==> src/lcdc_pkg.sv <==
package lcdc_pkg;

  // ************************************************************
  // Register addresses
  // ************************************************************
  localparam logic [7:0] ADDR_MAIN_CONFIG   = 8'h95;
  localparam logic [7:0] ADDR_CLOCK_CONFIG  = 8'h96;
  localparam logic [7:0] ADDR_SEG_ENABLE_A  = 8'h97;
  localparam logic [7:0] ADDR_CONFIG_X      = 8'h9C;
  localparam logic [7:0] ADDR_MEM_POINTER   = 8'hAC;
  localparam logic [7:0] ADDR_MEM_DATA      = 8'hAE;
  localparam logic [7:0] ADDR_CONFIG_Y      = 8'hB1;
  localparam logic [7:0] ADDR_SEG_ENABLE_B  = 8'hED;

  // ************************************************************
  // Field positions
  // ************************************************************
  localparam int BIT_DRIVER_ON       = 7;
  localparam int BIT_MEMORY_CLEAR    = 6;
  localparam int BIT_BLINK_ON        = 5;
  localparam int BIT_SLEEP_OFF       = 4;
  localparam int BIT_CLOCK_CHOICE    = 3;
  localparam int BIT_BIAS_THIRD      = 2;
  localparam int BIT_MUX_HI          = 1;
  localparam int BIT_MUX_LO          = 0;
  localparam int BIT_LADDER          = 6;
  localparam int BIT_FRAME_INVERT    = 6;
  localparam int BIT_UPDATE_FINISHED = 1;
  localparam int BIT_REFRESH         = 0;

  localparam logic [7:0] MASK_CONFIG_X = 8'h7F;
  localparam logic [7:0] MASK_CONFIG_Y = 8'h43;
  localparam logic [7:0] RESET_VALUE   = 8'h00;

  // ************************************************************
  // Display memory and glass
  // ************************************************************
  localparam int FRONTPLANES = 17;
  localparam int COMMONS     = 4;
  localparam int MEM_BYTES   = 9;
  localparam int MEM_BITS    = MEM_BYTES * 8;
  localparam logic [7:0] LAST_MEM_INDEX = 8'h08;

  // ************************************************************
  // Timing
  // ************************************************************
  localparam int CLK_HZ        = 25_000_000;
  localparam int BASE_HZ       = 2048;
  localparam int SLOW_HZ       = 128;
  localparam int BASE_DIV      = CLK_HZ / BASE_HZ;
  localparam logic [3:0] SLOW_PER_BASE = 4'(BASE_HZ / SLOW_HZ - 1);
  // Blink half periods in base ticks
  localparam logic [12:0] HALF_2HZ    = 13'(BASE_HZ / 4);
  localparam logic [12:0] HALF_1HZ    = 13'(BASE_HZ / 2);
  localparam logic [12:0] HALF_HALFHZ = 13'(BASE_HZ);
  localparam logic [12:0] HALF_THIRD  = 13'(BASE_HZ * 3 / 2);
  localparam logic [12:0] HALF_FOURTH = 13'(BASE_HZ * 2);

  typedef enum logic [1:0] {
    MUX_RESERVED = 2'h0,
    MUX_TWO      = 2'h1,
    MUX_THREE    = 2'h2,
    MUX_FOUR     = 2'h3
  } lcdc_mux_type;

  typedef enum logic [1:0] {
    BLINK_SOFT_OFF = 2'h0,
    BLINK_SOFT_ON  = 2'h1,
    BLINK_FIXED_2HZ = 2'h2,
    BLINK_BY_RATE  = 2'h3
  } lcdc_blink_type;

  typedef struct packed {
    logic [COMMONS-1:0]     common_on;
    logic [COMMONS-1:0]     common_used;
    logic [FRONTPLANES-1:0] segment_on;
    logic [FRONTPLANES-1:0] segment_used;
    logic                   frame_invert;
  } lcdc_drive_type;

  typedef struct packed {
    logic display_active;
    logic bias_third;
    logic display_clock_choice;
    logic charge_pump_on;
    logic external_ladder_select;
    logic shared_pin_seg_or_common2;
    logic shared_pin_seg_or_common3;
    logic [5:0] bias_level;
  } lcdc_analog_type;

endpackage : lcdc_pkg
==> src/lcdc_driver.sv <==
`timescale 1ns/1ps
module lcdc_driver
  import lcdc_pkg::*;
#(
  parameter int BASE_DIV_CYCLES = BASE_DIV
) (
  input  wire logic        clk,
  input  wire logic        resetn,
  input  wire logic [7:0]  sfr_addr,
  input  wire logic [7:0]  sfr_wdata,
  input  wire logic        sfr_wr,
  input  wire logic        sfr_rd,
  input  wire logic        sleep_power_mode,
  output logic [7:0]       sfr_rdata,
  output lcdc_drive_type   drive,
  output lcdc_analog_type  analog
);

  // ************************************************************
  // Register file
  // ************************************************************
  logic [7:0]          main_config_reg;
  logic [7:0]          clock_config_reg;
  logic [7:0]          seg_enable_a_reg;
  logic [7:0]          seg_enable_b_reg;
  logic [7:0]          config_x_reg;
  logic [7:0]          config_y_reg;
  logic [7:0]          mem_pointer_reg;
  logic [7:0]          mem_reg [MEM_BYTES];
  logic [MEM_BITS-1:0] shadow_reg;
  logic                frame_start;

  function automatic logic hit(input logic [7:0] a);
    return sfr_wr && (sfr_addr == a);
  endfunction : hit

  always_ff @(posedge clk) begin
    if (!resetn) begin
      main_config_reg  <= RESET_VALUE;
      clock_config_reg <= RESET_VALUE;
      seg_enable_a_reg <= RESET_VALUE;
      seg_enable_b_reg <= RESET_VALUE;
      config_x_reg     <= RESET_VALUE;
      mem_pointer_reg  <= RESET_VALUE;
    end else begin
      if (hit(ADDR_MAIN_CONFIG))  main_config_reg  <= sfr_wdata;
      if (hit(ADDR_CLOCK_CONFIG)) clock_config_reg <= sfr_wdata;
      if (hit(ADDR_SEG_ENABLE_A)) seg_enable_a_reg <= sfr_wdata;
      if (hit(ADDR_SEG_ENABLE_B)) seg_enable_b_reg <= sfr_wdata;
      if (hit(ADDR_CONFIG_X))     config_x_reg     <= sfr_wdata & MASK_CONFIG_X;
      if (hit(ADDR_MEM_POINTER))  mem_pointer_reg  <= sfr_wdata;
    end
  end

  // Flag set by a frame start wins over a software clear in the same cycle
  always_ff @(posedge clk) begin
    if (!resetn) begin
      config_y_reg <= RESET_VALUE;
    end else begin
      if (hit(ADDR_CONFIG_Y)) begin
        config_y_reg <= sfr_wdata & MASK_CONFIG_Y;
      end
      if (frame_start && !config_y_reg[BIT_REFRESH]) begin
        config_y_reg[BIT_UPDATE_FINISHED] <= 1'b1;
      end
    end
  end

  // Clear holds while the bit is set, so writes to data are lost meanwhile
  always_ff @(posedge clk) begin
    for (int i = 0; i < MEM_BYTES; i++) begin
      if (!resetn || main_config_reg[BIT_MEMORY_CLEAR]) begin
        mem_reg[i] <= RESET_VALUE;
      end else if (hit(ADDR_MEM_DATA) && mem_pointer_reg == 8'(i)) begin
        mem_reg[i] <= sfr_wdata;
      end
    end
  end

  always_ff @(posedge clk) begin
    if (!resetn) begin
      sfr_rdata <= RESET_VALUE;
    end else if (sfr_rd) begin
      case (sfr_addr)
        ADDR_MAIN_CONFIG:  sfr_rdata <= main_config_reg;
        ADDR_CLOCK_CONFIG: sfr_rdata <= clock_config_reg;
        ADDR_SEG_ENABLE_A: sfr_rdata <= seg_enable_a_reg;
        ADDR_SEG_ENABLE_B: sfr_rdata <= seg_enable_b_reg;
        ADDR_CONFIG_X:     sfr_rdata <= config_x_reg;
        ADDR_CONFIG_Y:     sfr_rdata <= config_y_reg;
        ADDR_MEM_POINTER:  sfr_rdata <= mem_pointer_reg;
        ADDR_MEM_DATA: begin
          if (mem_pointer_reg <= LAST_MEM_INDEX) begin
            sfr_rdata <= mem_reg[mem_pointer_reg[3:0]];
          end else begin
            sfr_rdata <= RESET_VALUE;
          end
        end
        default:           sfr_rdata <= RESET_VALUE;
      endcase
    end
  end

  // ************************************************************
  // Derived controls
  // ************************************************************
  lcdc_mux_type   mux_level;
  lcdc_blink_type blink_source;
  logic           display_active_next;

  assign mux_level    = lcdc_mux_type'(main_config_reg[BIT_MUX_HI:BIT_MUX_LO]);
  assign blink_source = lcdc_blink_type'(clock_config_reg[7:6]);

  // Sleep is a level from the power controller on this clock; no synchroniser
  assign display_active_next = main_config_reg[BIT_DRIVER_ON]
                             && !(sleep_power_mode
                                  && main_config_reg[BIT_SLEEP_OFF])
                             && (mux_level != MUX_RESERVED);

  // ************************************************************
  // Time base
  // ************************************************************
  logic [15:0] base_cnt_reg;
  logic [3:0]  slow_cnt_reg;
  logic        base_tick;
  logic        lcd_tick;

  assign base_tick = (base_cnt_reg == 16'(BASE_DIV_CYCLES - 1));
  assign lcd_tick  = base_tick
                   && (!main_config_reg[BIT_CLOCK_CHOICE]
                       || slow_cnt_reg == SLOW_PER_BASE);

  always_ff @(posedge clk) begin
    if (!resetn) begin
      base_cnt_reg <= '0;
      slow_cnt_reg <= '0;
    end else begin
      base_cnt_reg <= base_tick ? '0 : base_cnt_reg + 16'h0001;
      if (base_tick) begin
        slow_cnt_reg <= slow_cnt_reg + 4'h1;
      end
    end
  end

  // ************************************************************
  // Common stepping and frames
  // ************************************************************
  logic [3:0] fd_cnt_reg;
  logic [1:0] common_idx_reg;
  logic       frame_pol_reg;
  logic       step;
  logic [1:0] last_common;
  logic [1:0] common_idx;

  // Frame divider 0 steps on every display tick, so the glass never sees a stuck common
  assign step        = lcd_tick && (fd_cnt_reg >= clock_config_reg[3:0]);
  assign last_common = 2'(mux_level);
  // Lowering the mux level live folds a stale index back to common 0
  assign common_idx  = (common_idx_reg > last_common) ? '0 : common_idx_reg;
  assign frame_start = step && (common_idx == last_common) && display_active_next;

  always_ff @(posedge clk) begin
    if (!resetn || !display_active_next) begin
      fd_cnt_reg     <= '0;
      common_idx_reg <= '0;
      frame_pol_reg  <= 1'b0;
    end else begin
      if (lcd_tick) begin
        fd_cnt_reg <= step ? '0 : fd_cnt_reg + 4'h1;
      end
      if (step) begin
        common_idx_reg <= (common_idx == last_common) ? '0
                        : common_idx + 2'h1;
      end
      if (frame_start && config_y_reg[BIT_FRAME_INVERT]) begin
        frame_pol_reg <= !frame_pol_reg;
      end
    end
  end

  // Data taken over only at frame start, never mid-frame, to avoid tearing
  always_ff @(posedge clk) begin
    if (!resetn) begin
      shadow_reg <= '0;
    end else if (frame_start && !config_y_reg[BIT_REFRESH]) begin
      for (int i = 0; i < MEM_BYTES; i++) begin
        shadow_reg[i*8 +: 8] <= mem_reg[i];
      end
    end
  end

  // ************************************************************
  // Blink
  // ************************************************************
  logic [12:0] blink_cnt_reg;
  logic        blink_phase_reg;
  logic [12:0] blink_half;
  logic        blink_visible;

  always_comb begin
    case (clock_config_reg[5:4])
      2'h0:    blink_half = HALF_1HZ;
      2'h1:    blink_half = HALF_HALFHZ;
      2'h2:    blink_half = HALF_THIRD;
      default: blink_half = HALF_FOURTH;
    endcase
    if (blink_source == BLINK_FIXED_2HZ) begin
      blink_half = HALF_2HZ;
    end
  end

  always_ff @(posedge clk) begin
    if (!resetn || !main_config_reg[BIT_BLINK_ON]) begin
      blink_cnt_reg   <= '0;
      blink_phase_reg <= 1'b1;
    end else if (base_tick) begin
      if (blink_cnt_reg >= blink_half - 13'h0001) begin
        blink_cnt_reg   <= '0;
        blink_phase_reg <= !blink_phase_reg;
      end else begin
        blink_cnt_reg <= blink_cnt_reg + 13'h0001;
      end
    end
  end

  always_comb begin
    case (blink_source)
      BLINK_SOFT_OFF: blink_visible = 1'b0;
      BLINK_SOFT_ON:  blink_visible = 1'b1;
      default:        blink_visible = blink_phase_reg;
    endcase
    if (!main_config_reg[BIT_BLINK_ON]) begin
      blink_visible = 1'b1;
    end
  end

  // ************************************************************
  // Pin outputs
  // ************************************************************
  logic [FRONTPLANES-1:0] seg_en;
  logic [FRONTPLANES-1:0] seg_value;
  logic [COMMONS-1:0]     com_used;
  logic                   seg_pin_a_is_com;
  logic                   seg_pin_b_is_com;

  // Frontplane 16 shares enable bit 7 of the second enable register
  assign seg_en = {seg_enable_b_reg[7], seg_enable_b_reg, seg_enable_a_reg};

  assign seg_pin_b_is_com = (mux_level == MUX_THREE) || (mux_level == MUX_FOUR);
  assign seg_pin_a_is_com = (mux_level == MUX_FOUR);
  assign com_used = {seg_pin_a_is_com, seg_pin_b_is_com, 2'b11};

  generate
    for (genvar f = 0; f < FRONTPLANES; f++) begin : g_seg
      assign seg_value[f] = shadow_reg[f*COMMONS + int'(common_idx)];
    end
  endgenerate

  always_ff @(posedge clk) begin
    if (!resetn || !display_active_next) begin
      drive <= '0;
    end else begin
      drive.common_on    <= 4'(1) << common_idx;
      drive.common_used  <= com_used;
      drive.segment_used <= seg_en;
      drive.segment_on   <= seg_value & seg_en & {FRONTPLANES{blink_visible}};
      drive.frame_invert <= frame_pol_reg;
    end
  end

  always_ff @(posedge clk) begin
    if (!resetn) begin
      analog <= '0;
    end else begin
      analog.display_active            <= display_active_next;
      analog.bias_third                <= main_config_reg[BIT_BIAS_THIRD];
      analog.display_clock_choice      <= main_config_reg[BIT_CLOCK_CHOICE];
      analog.external_ladder_select    <= config_x_reg[BIT_LADDER];
      analog.charge_pump_on            <= display_active_next
                                        && !config_x_reg[BIT_LADDER];
      analog.shared_pin_seg_or_common2 <= seg_pin_b_is_com;
      analog.shared_pin_seg_or_common3 <= seg_pin_a_is_com;
      analog.bias_level                <= config_x_reg[5:0];
    end
  end

endmodule : lcdc_driver

==> config.mk <==
export PLATFORM = sky130hd
export DESIGN_NAME = lcdc_driver
export DESIGN_NICKNAME = d
export VERILOG_FILES = /design/src/lcdc_pkg.sv /design/src/lcdc_driver.sv
export SDC_FILE = /design/constraint.sdc
export NUM_CORES = 1
export LEC_CHECK = 0
export BUFFER_PORTS_ARGS = -buffer_cell sky130_fd_sc_hd__clkbuf_2
export CAP_MARGIN = 20
export CORE_ASPECT_RATIO = 1.25
export CORE_MARGIN = 4
export CORE_UTILIZATION = 47
export DETAILED_ROUTE_END_ITERATION = 8
export PLACE_DENSITY = 0.6
export SYNTH_ARGS = -nofsm -noshare
export SYNTH_HDL_FRONTEND = slang
export SYNTH_SLANG_ARGS = --single-unit
==> constraint.sdc <==
create_clock -name clk -period 4.93 [get_ports clk]
set_input_delay 0.986 -clock clk [delete_from_list [all_inputs] [get_ports clk]]
set_output_delay 0.986 -clock clk [all_outputs]
set_load 0.05 [all_outputs]
==> impl_metrics.csv, run 1 <==
group,metric,value,unit
drt,wl,34.5,mm
clock_network,cts_root_buf,"clkbuf_16",
logic_synthesis,ys_warn_count,0,
grt,top_usage_layer,"met2",
die,die_x,156,um
place,port_buffers,84,
clock_network,post_cts_buffers,0,
clock_network,htreeDepth,1,
die,die_area,0.0301,sq mm
sta,hold_viol_final,0,
die,die_y,193,um
worst_setup_path,critical_path_required,5100,ps
logic_synthesis,ys.flop_type,"dfxtp_1",
finish,nFillCells,2397,
logic_synthesis,yosys-top-cells-area,"dfxtp_1 35%, edfxtp_1 17%, mux2i_1 8.9%",
sta,fin_skew,12.9,ps
worst_setup_path,worst_ep_arrival_time,3080,ps
power_and_ir_drop,peakVddDrop,0.000289,V
drt,drc_errors,0,
finish,syn2layout_area_growth,13.1,%
worst_setup_path,crit_family,"simple AND/OR/NAND/NOR gates",
worst_setup_path,critical_path.max_fanout,16,
logic_synthesis,synthArstFlopShare,0,%
grt,grt_use_met2,39.3,%
logic_synthesis,yosysUniqueCellTypes,64,
grt,use_met1,30.5,%
die,pin_count,85,
logic_synthesis,synth_fp_nets,1316,
grt,grt_pass1_wl,53.4,mm
drt,detail_route.vias_per_cell,5.58,
grt,grt_pass1_vias,9251,
grt,gr-total-overflow,0,
clock_network,path_clk_slew,60,ps
worst_setup_path,end_kind,"flip-flop",
logic_synthesis,netlist_instances,1277,
drt,detailroute.via_count,9481,
job,drv_cap,0,
drt,firstDrtPassIters,5,
logic_synthesis,synth_area_leader_cell,"dfxtp_1",
sta,hold_slack,458,ps
logic_synthesis,synth_top_area_share,35.0,%
clock_network,postCtsHoldBufs,0,
worst_setup_path,max_stage_delay,830,ps
clock_network,cts_made_buffers,30,
finish,largest_reg_flops,72,
place,gp_congestion,0.872,
clock_network,insertion_delay,550,ps
clock_network,cts_buffer_depth,3,
clock_network,cts_resized,0,
logic_synthesis,syn_area_per_cell,10.1,sq um
sta,maxSlewViolCount,0,
worst_setup_path,crit_path_top_delay_cell,"o21ai_0",
logic_synthesis,synth_edf_count,72,
worst_setup_path,worstPathCellList,"clkbuf_2 > and4b_1 > and4_1 > and2_1 > nand2_1 > o21ai_0",
logic_synthesis,synthTopCellsByCount,"225 x dfxtp_1, 216 x nand2_1, 114 x mux2i_1",
sta,tns,0,ps
status,status,"complete, no violations",
sta,fmax,343,MHz
die,rows,67,
logic_synthesis,yosysMostFrequentCell,"dfxtp_1",
drt,avgRoutedWirePerCell,20.3,um
sta,finalCritPeriodShare,59.1,%
logic_synthesis,ys_ff_latch,297,
drt,drt_iter0_drc,744,
logic_synthesis,ys_seq_area_share,51.7,%
hold_path,hold_path.class,"flip-flop to flip-flop",
worst_setup_path,critPathLaunchType,"input port",
finish,utilization,54.1,%
finish,final_nets,1370,
clock_network,cts_tree,"done",
logic_synthesis,syn_area,0.0129,sq mm
sta,period_needed,2910,ps
grt,antenna_found_initial,0,
clock_network,cts_sinks,297,
die,start_util,47.9,%
sta,slew_headroom,30.9,%
power_and_ir_drop,cellLeakagePower,5.57,nW
sta,tightest_slew,1030,ps
sta,rsz0062_at_grt,"false",
grt,gr-usage-all-layers,22.8,%
finish,num_antenna_cells,0,
worst_setup_path,worstSetupPathType,"input port to flip-flop",
finish,drive_gt1_share,13.5,%
sta,finalSetupViolCount,0,
worst_setup_path,path_buf_inv,1,
grt,grt_max_degree,103,
power_and_ir_drop,p_per_area,342,mW/mm^2
grt,met3_usage,2.95,%
drt,antenna_left,0,
place,dpl.hpwl,24.4,mm
die,coreArea,0.0269,sq mm
## worst reg2reg max path: stages, from the launching register on
cell,delay [ps]
dfxtp_1,310
buf_4,350
inv_1,120
ha_1,350
a32oi_4,290
buf_4,500
o22ai_1,230
mux2i_1,370
and3_1,290
## final cells by class
| cell class | instances | area [sq um] | area share (%) |
|---|---|---|---|
| inverter | 26 | 97.6 | 0.670 |
| clock inverter | 10 | 92.6 | 0.636 |
| tap | 345 | 432 | 2.96 |
| timing repair buffer | 99 | 541 | 3.71 |
| clock buffer | 45 | 930 | 6.38 |
| sequential | 297 | 6670 | 45.8 |
| multi-input combinational | 877 | 5810 | 39.9 |
## final timing paths
path | start | endpoint | slack, ps | depth (start not counted)
worst max-delay path | sfr_addr[1] | mem_reg[5][3] | 2020 | 6
worst min-delay path | shadow_reg[19] | shadow_reg[19] | 460 | 2
worst max register to register | common_idx_reg[0] | drive[32] | 2060 | 8
worst min register to register | shadow_reg[19] | shadow_reg[19] | 460 | 2
## routing by layer
metal / wire [um] / share of wire, %
met1: 15100 / 44
met4: 681 / 2.0
met2: 17100 / 50
met5: 0 / 0
met3: 1660 / 4.8
## stage by stage
| stage | power [mW] | instance area (sq um) | instances | setup slack (ps) |
|---|---|---|---|---|
| floorplan | 2.65 | 12900 | 1277 | 2050 |
| global placement | 2.71 | 13500 | 1641 | 1410 |
| detailed placement | 2.71 | 13500 | 1641 | 1340 |
| CTS | 5.02 | 14600 | 1696 | 1920 |
| global route | 5.15 | 14600 | 1699 | 1760 |
| finish | 4.98 | 14600 | 1699 | 2020 |
## kinds of logic after synthesis
kind of cell             synth area share, %
buffers and inverters                   3.44
flip-flops                              51.7
AO/OA/AOI/OAI                           7.80
XOR/XNOR                                2.11
multiplexers                            12.6
AND/OR/NAND/NOR                         20.5
adder cells (fa/ha/maj)                 1.75
## cell usage in the layout (no fill, tap or decap), drive strengths merged, types with 4 or more instances in the layout
| cell type | synthesis | final |
|---|---|---|
| a21oi | 41 | 41 |
| inv | 26 | 27 |
| nand4 | 15 | 15 |
| nor3 | 14 | 14 |
| nand4b | 4 | 4 |
| a22oi | 21 | 21 |
| nand2b | 7 | 7 |
| o21ai | 32 | 32 |
| clkbuf | 61 | 128 |
| buf | 16 | 16 |
| a2bb2oi | 5 | 5 |
| dfxtp | 225 | 225 |
| mux2i | 114 | 114 |
| o2111ai | 5 | 5 |
| clkinv | 0 | 5 |
| edfxtp | 72 | 72 |
| nor2 | 62 | 62 |
| mux4 | 16 | 16 |
| xnor2 | 13 | 13 |
| nor4 | 7 | 7 |
| a32oi | 5 | 5 |
| mux2 | 11 | 11 |
| and2 | 104 | 104 |
| o211a | 4 | 4 |
| nand2 | 217 | 217 |
| o22ai | 24 | 24 |
| nor2b | 9 | 9 |
| and3 | 27 | 27 |
| xor2 | 18 | 18 |
| ha | 18 | 18 |
| nand3 | 43 | 43 |
## power by group
part / internal (mW) / total [mW] / switching (mW)
clock network: 1.35 / 2.32 / 0.966
registers: 2.51 / 2.53 / 0.0199
logic: 0.0301 / 0.130 / 0.100
total: 3.90 / 4.98 / 1.09
(Power assumes the default switching activity.)
==> run 2, diff against run 1 <==
Settings changed: ABC_AREA set to 1.
Clock period 4.93 ns to 2.8 ns, I/O delays scaled along.
==> run 2 against run 1 <==
Utilization is 0.74 points higher. Worst hold slack worse by 100 ps. Sequential power is 76% higher. Total power is 82% higher. Count of clock-buffer cells in the layout is 2 lower. Synthesized cell count is 36% higher. Setup slack worse by 1700 ps. Clock power is 90% higher. Final cell count is 29% higher. Die area is 1.4% higher. Clock skew is 1.7 ps higher. Critical endpoint is now shadow_reg[28]. Largest power group unchanged. Highest routed layer unchanged.
==> impl_metrics.csv, run 2 <==
group,metric,value,unit
status,status,"complete, no violations",
drt,detailroute.via_count,11200,
logic_synthesis,synthTopCellsByCount,"397 x nand2_1, 335 x nor2_1, 225 x dfxtp_1",
hold_path,min_from,"sfr_rd",
logic_synthesis,synth_top_family_by_area,"simple AND/OR/NAND/NOR gates",
die,die_x,157,um
sta,fin_skew,14.6,ps
logic_synthesis,synthAdderAreaFrac,1.72,%
sta,maxSlewViolCount,0,
grt,grt_max_degree,58,
place,dpl.hpwl,26.7,mm
worst_setup_path,worstSetupPathType,"flip-flop to flip-flop",
worst_setup_path,end_kind,"flip-flop",
clock_network,postCtsHoldBufs,0,
job,drv_cap,0,
power_and_ir_drop,p_per_area,603,mW/mm^2
die,coreArea,0.0275,sq mm
sta,tightest_slew,629,ps
worst_setup_path,max_stage_delay,410,ps
finish,final_nets,1862,
grt,gr-total-overflow,0,
worst_setup_path,critical_path_required,3290,ps
worst_setup_path,worst_ep_arrival_time,2930,ps
clock_network,path_clk_slew,70,ps
hold_path,hold_path.class,"input port to flip-flop",
die,die_area,0.0306,sq mm
power_and_ir_drop,cellLeakagePower,6.67,nW
grt,met3_usage,3.03,%
logic_synthesis,synth_fp_nets,1771,
logic_synthesis,muxShareOfSynthArea,0,%
drt,antenna_left,0,
die,pin_count,85,
hold_path,hold_depth,3,
clock_network,cts_root_buf,"clkbuf_16",
place,port_buffers,84,
die,start_util,47.6,%
logic_synthesis,yosys-top-cells-area,"dfxtp_1 34%, edfxtp_1 17%, nand2_1 11%",
logic_synthesis,synth-simple-area-share,29.0,%
worst_setup_path,critPathLaunchType,"flip-flop",
sta,hold_slack,357,ps
grt,antenna_found_initial,0,
worst_setup_path,rr_worst_depth,15,
die,die_y,194,um
grt,grt_use_met2,39.7,%
grt,top_usage_layer,"met2",
finish,seqCellArea,0.00667,sq mm
finish,nFillCells,2688,
sta,finalSetupViolCount,0,
drt,firstDrtPassIters,5,
sta,finalCritPeriodShare,87.2,%
logic_synthesis,syn_area_per_cell,7.55,sq um
logic_synthesis,synth_area_leader_cell,"dfxtp_1",
logic_synthesis,synth_top_area_share,34.5,%
clock_network,cts_made_buffers,31,
logic_synthesis,synthArstFlopShare,0,%
sta,tns,0,ps
clock_network,cts_buffer_depth,3,
sta,slew_headroom,58.1,%
power_and_ir_drop,finalPower,9.09,mW
finish,utilization,54.9,%
finish,largest_reg_flops,72,
grt,use_met1,31.8,%
worst_setup_path,r2r_start,"main_config_reg[1]",
drt,detail_route.vias_per_cell,5.12,
sta,fmax,410,MHz
logic_synthesis,ys_seq_area_share,51.0,%
grt,grt_pass1_wl,58.1,mm
logic_synthesis,synth_edf_count,72,
logic_synthesis,synth_compound_area_share,9.02,%
clock_network,cts_sinks,297,
logic_synthesis,synth-xor-area-share,0.603,%
drt,avgRoutedWirePerCell,16.7,um
place,gp_congestion,0.978,
finish,layout_common_cells,"396 x nand2_1, 335 x nor2_1, 225 x dfxtp_1",
clock_network,cts_tree,"done",
drt,wl,36.8,mm
clock_network,insertion_delay,560,ps
sta,rsz0062_at_grt,"false",
logic_synthesis,yosysMostFrequentCell,"nand2_1",
worst_setup_path,crit_start,"main_config_reg[1]",
finish,multi_input_area,0.00528,sq mm
drt,drt_iter0_drc,752,
sta,period_needed,2440,ps
worst_setup_path,crit_path_top_delay_cell,"dfxtp_1",
finish,drive_gt1_share,11.0,%
clock_network,htreeDepth,1,
logic_synthesis,ys.flop_type,"dfxtp_1",
die,rows,68,
logic_synthesis,netlist_instances,1732,
finish,num_antenna_cells,0,
worst_setup_path,crit_path_frequent_cell,"nand2_1",
logic_synthesis,ys_ff_latch,297,
logic_synthesis,yosysUniqueCellTypes,38,
clock_network,post_cts_buffers,0,
finish,final_common_cell,"nand2_1",
sta,hold_viol_final,0,
power_and_ir_drop,peakVddDrop,0.000461,V
drt,drc_errors,0,
clock_network,cts_resized,0,
finish,syn2layout_area_growth,15.4,%
grt,grt_pass1_vias,10800,
logic_synthesis,syn_area,0.0131,sq mm
worst_setup_path,worstPathCellList,"inv_1 > ha_1 > nand2_1 > nand2_1 > nand2_1 > nand2_1 > nand2_1 > nand2_1 > nor2_1 > nand4_1 > buf_12 > buf_12 > nand2_1 > nand2_1 > nor2_1",
worst_setup_path,critical_path.max_fanout,49,
grt,gr-usage-all-layers,23.7,%
logic_synthesis,ys_warn_count,0,
==> run 2: final timing paths <==
path,to,slack [ps]
setup / recovery,shadow_reg[28],360
hold / removal,sfr_rdata[1],360
setup reg to reg,shadow_reg[28],360
hold reg to reg,analog[11],430
==> run 2: power breakdown <==
group	internal, mW	switching (mW)
sequential	4.43	0.0327
combinational	0.0526	0.181
clock	2.66	1.73
==> run 2: layout make-up <==
cell class                      count  share of cell area (%)
Inverter                          211                    5.25
Tap cell                          350                    2.90
Timing Repair Buffer              126                    5.23
Clock buffer                       43                    6.34
Clock inverter                     15                    1.07
Multi-Input combinational cell   1156                    35.0
Sequential cell                   297                    44.2
==> run 2: through the flow <==
stage	instance area (sq um)	std cells	worst slack [ps]
finish	15100	2198	358
global placement	14000	2140	417
floorplan	13100	1732	448
detailed placement	14000	2140	291
CTS	15100	2198	265
global route	15100	2198	99.3
==> run 2: logic make-up after synthesis <==
| family | after synthesis |
|---|---|
| compound gates | 213 |
| xor+xnor | 9 |
| fa+ha+maj | 18 |
| buf+inv | 279 |
| flops | 297 |
| simple gates | 916 |
==> run 2: worst max-delay path: cells and delay by family, from the launching register on <==
family | cells | cell delay [ps]
adder cells (fa/ha/maj) | 1 | 330
buffers and inverters | 3 | 550
flip-flops | 1 | 410
AND/OR/NAND/NOR | 11 | 1060
==> run 2: per-layer routing <==
metal / part of all wire (%) / vias up
met4: 3.5 / 0
met5: 0 / -
li1: - / 5694
met1: 43 / 5140
met2: 48 / 339
met3: 5.5 / 72
==> run 3, diff against run 2 <==
Settings changed: CORE_ASPECT_RATIO 1.25 to 0.75.
==> run 3 against run 2 <==
Wire length up 5.4%. Total power up 2.6%. Non-clock buffer count down 16. Via count up 2.7%. Count of clock-buffer cells in the layout down 1. Fmax down 1.3%. Global-route usage up 0.92 points. Worst hold slack worse by 42 ps. Utilization up 0.23 points. Critical endpoint is now blink_cnt_reg[8]. Largest cell class unchanged.
==> impl_metrics.csv, run 3 (same netlist as run 2, synthesis figures left out) <==
group,metric,value,unit
finish,largest_reg_flops,72,
drt,antenna_left,0,
grt,grt_pass1_wl,60.6,mm
finish,stdcell_count,2181,
drt,detailroute.via_count,11600,
clock_network,cts_buffer_depth,3,
worst_setup_path,r2r_slack,330,ps
sta,period_needed,2470,ps
drt,wl,38.8,mm
finish,syn2layout_area_growth,14.7,%
die,rows,52,
grt,antenna_found_initial,1,
die,die_area,0.0306,sq mm
drt,firstDrtPassIters,6,
die,die_x,201,um
power_and_ir_drop,p_per_area,622,mW/mm^2
sta,fmax,404,MHz
clock_network,cts_root_buf,"clkbuf_16",
power_and_ir_drop,finalPower,9.33,mW
finish,final_nets,1845,
grt,grt_pass1_vias,10400,
worst_setup_path,critPathLaunchType,"flip-flop",
power_and_ir_drop,peakVddDrop,0.000514,V
drt,detail_route.vias_per_cell,5.30,
power_and_ir_drop,cellLeakagePower,6.59,nW
die,die_y,152,um
finish,drive_gt1_share,10.2,%
sta,tightest_slew,1070,ps
worst_setup_path,critical_path_required,3270,ps
worst_setup_path,critical_path.max_fanout,9,
clock_network,htreeDepth,1,
die,pin_count,85,
drt,drt_iter0_drc,1254,
status,status,"complete, no violations",
place,dp_cells,2125,
place,dpl.hpwl,27.2,mm
hold_path,min_from,"resetn",
clock_network,cts_made_buffers,30,
clock_network,post_cts_buffers,0,
hold_path,holdPathEnd,"analog[11]",
grt,gr-total-overflow,0,
worst_setup_path,max_stage_delay,360,ps
finish,layout_common_cells,"395 x nand2_1, 335 x nor2_1, 225 x dfxtp_1",
sta,slew_headroom,28.5,%
die,coreArea,0.0272,sq mm
place,dpl_cell_area,0.0138,sq mm
grt,grt_max_degree,138,
hold_path,hold_path.class,"input port to flip-flop",
drt,drc_errors,0,
finish,num_antenna_cells,0,
job,drv_cap,0,
sta,hold_viol_final,0,
drt,avgRoutedWirePerCell,17.8,um
sta,finalCritPeriodShare,88.4,%
clock_network,insertion_delay,580,ps
worst_setup_path,r2r_end,"blink_cnt_reg[8]",
worst_setup_path,worstPathCellList,"inv_1 > ha_1 > o21bai_1 > nand3b_1 > xor2_1 > inv_1 > ha_1 > nand2_1 > nor2_1 > a211oi_1 > nand2_1 > nand2_1 > nand2_2 > nor3b_1",
hold_path,hold_depth,3,
worst_setup_path,worst_ep_arrival_time,2950,ps
worst_setup_path,rr_worst_depth,14,
sta,rsz0062_at_grt,"false",
sta,finalSetupViolCount,0,
finish,fin_area,0.0150,sq mm
worst_setup_path,worstSetupPathType,"flip-flop to flip-flop",
sta,tns,0,ps
place,port_buffers,84,
sta,fin_skew,33.8,ps
sta,maxSlewViolCount,0,
worst_setup_path,r2r_start,"clock_config_reg[4]",
die,start_util,48.1,%
worst_setup_path,crit_path_frequent_cell,"nand2_1",
clock_network,cts_tree,"done",
grt,gr-usage-all-layers,24.7,%
clock_network,cts_sinks,297,
place,gp_congestion,0.935,
worst_setup_path,crit_path_top_delay_cell,"dfxtp_1",
worst_setup_path,end_kind,"flip-flop",
clock_network,path_clk_slew,70,ps
finish,final_common_cell,"nand2_1",
## run 3: cell count changes in the layout (fill, tap and decap cells not counted), moves of 2 or more
cell / change
buf_4: -15
bufinv_16: +4
clkbuf_16: -4
clkbuf_8: +2
clkinv_2: -4
## run 3: worst max path at each step
stage / startpoint / endpoint / slack, ps / depth (start not counted)
6_report: clock_config_reg[4] / blink_cnt_reg[8] / 330 / 14
5_1_grt: clock_config_reg[5] / blink_cnt_reg[3] / 10 / 14
4_1_cts: clock_config_reg[4] / blink_cnt_reg[8] / 210 / 14
3_5_place_dp: clock_config_reg[4] / blink_cnt_reg[8] / 240 / 14
3_3_place_gp: clock_config_reg[4] / blink_cnt_reg[8] / 360 / 14
2_1_floorplan: sfr_addr[6] / mem_reg[4][0] / 450 / 7
## run 3: power breakdown
part | internal (mW) | switching, mW
clock network | 2.86 | 1.76
logic | 0.0542 | 0.189
registers | 4.43 | 0.0361
total | 7.34 | 1.99
## run 3: area by class of cell
class                      instances  area [sq um]
inverter                         211           792
fill                            2598         12200
timing repair buffer             110           656
sequential                       297          6670
multi-input combinational       1156          5280
clock buffer                      42           887
tap                              351           439
clock inverter                    14           264
## run 3: repair_timing
action,in CTS,in global routing
setup endpoints to repair,0,7
resized for setup,0,1
hold buffers,0,0
## run 3: critical path, delay by kind of cell (launching register included)
kind,cells,cell delay (ps)
adders and majority gates,2,480
and+or+nand+nor,7,890
xor gates and xnor gates,1,150
buffers and inverters,2,140
DFF,1,360
AOI/OAI and AO/OA,2,370
## run 3: layer usage
| layer | GRT usage [%] | up-vias | part of all wire [%] |
|---|---|---|---|
| met5 | 0 | - | 0 |
| met4 | 5.54 | 0 | 2.2 |
| met3 | 4.49 | 58 | 9.1 |
| met2 | 35.0 | 472 | 41 |
| met1 | 38.9 | 5339 | 47 |
| li1 | - | 5682 | - |
## run 3: through the flow
step | hold WS [ps] | utilization (%) | setup slack (ps)
2_1_floorplan | 407 | - | 448
3_3_place_gp | 422 | 50.9 | 361
3_5_place_dp | 417 | 50.9 | 239
5_1_grt | 313 | 55.1 | 10.8
6_report | 315 | 55.1 | 326
4_1_cts | 299 | 55.1 | 206
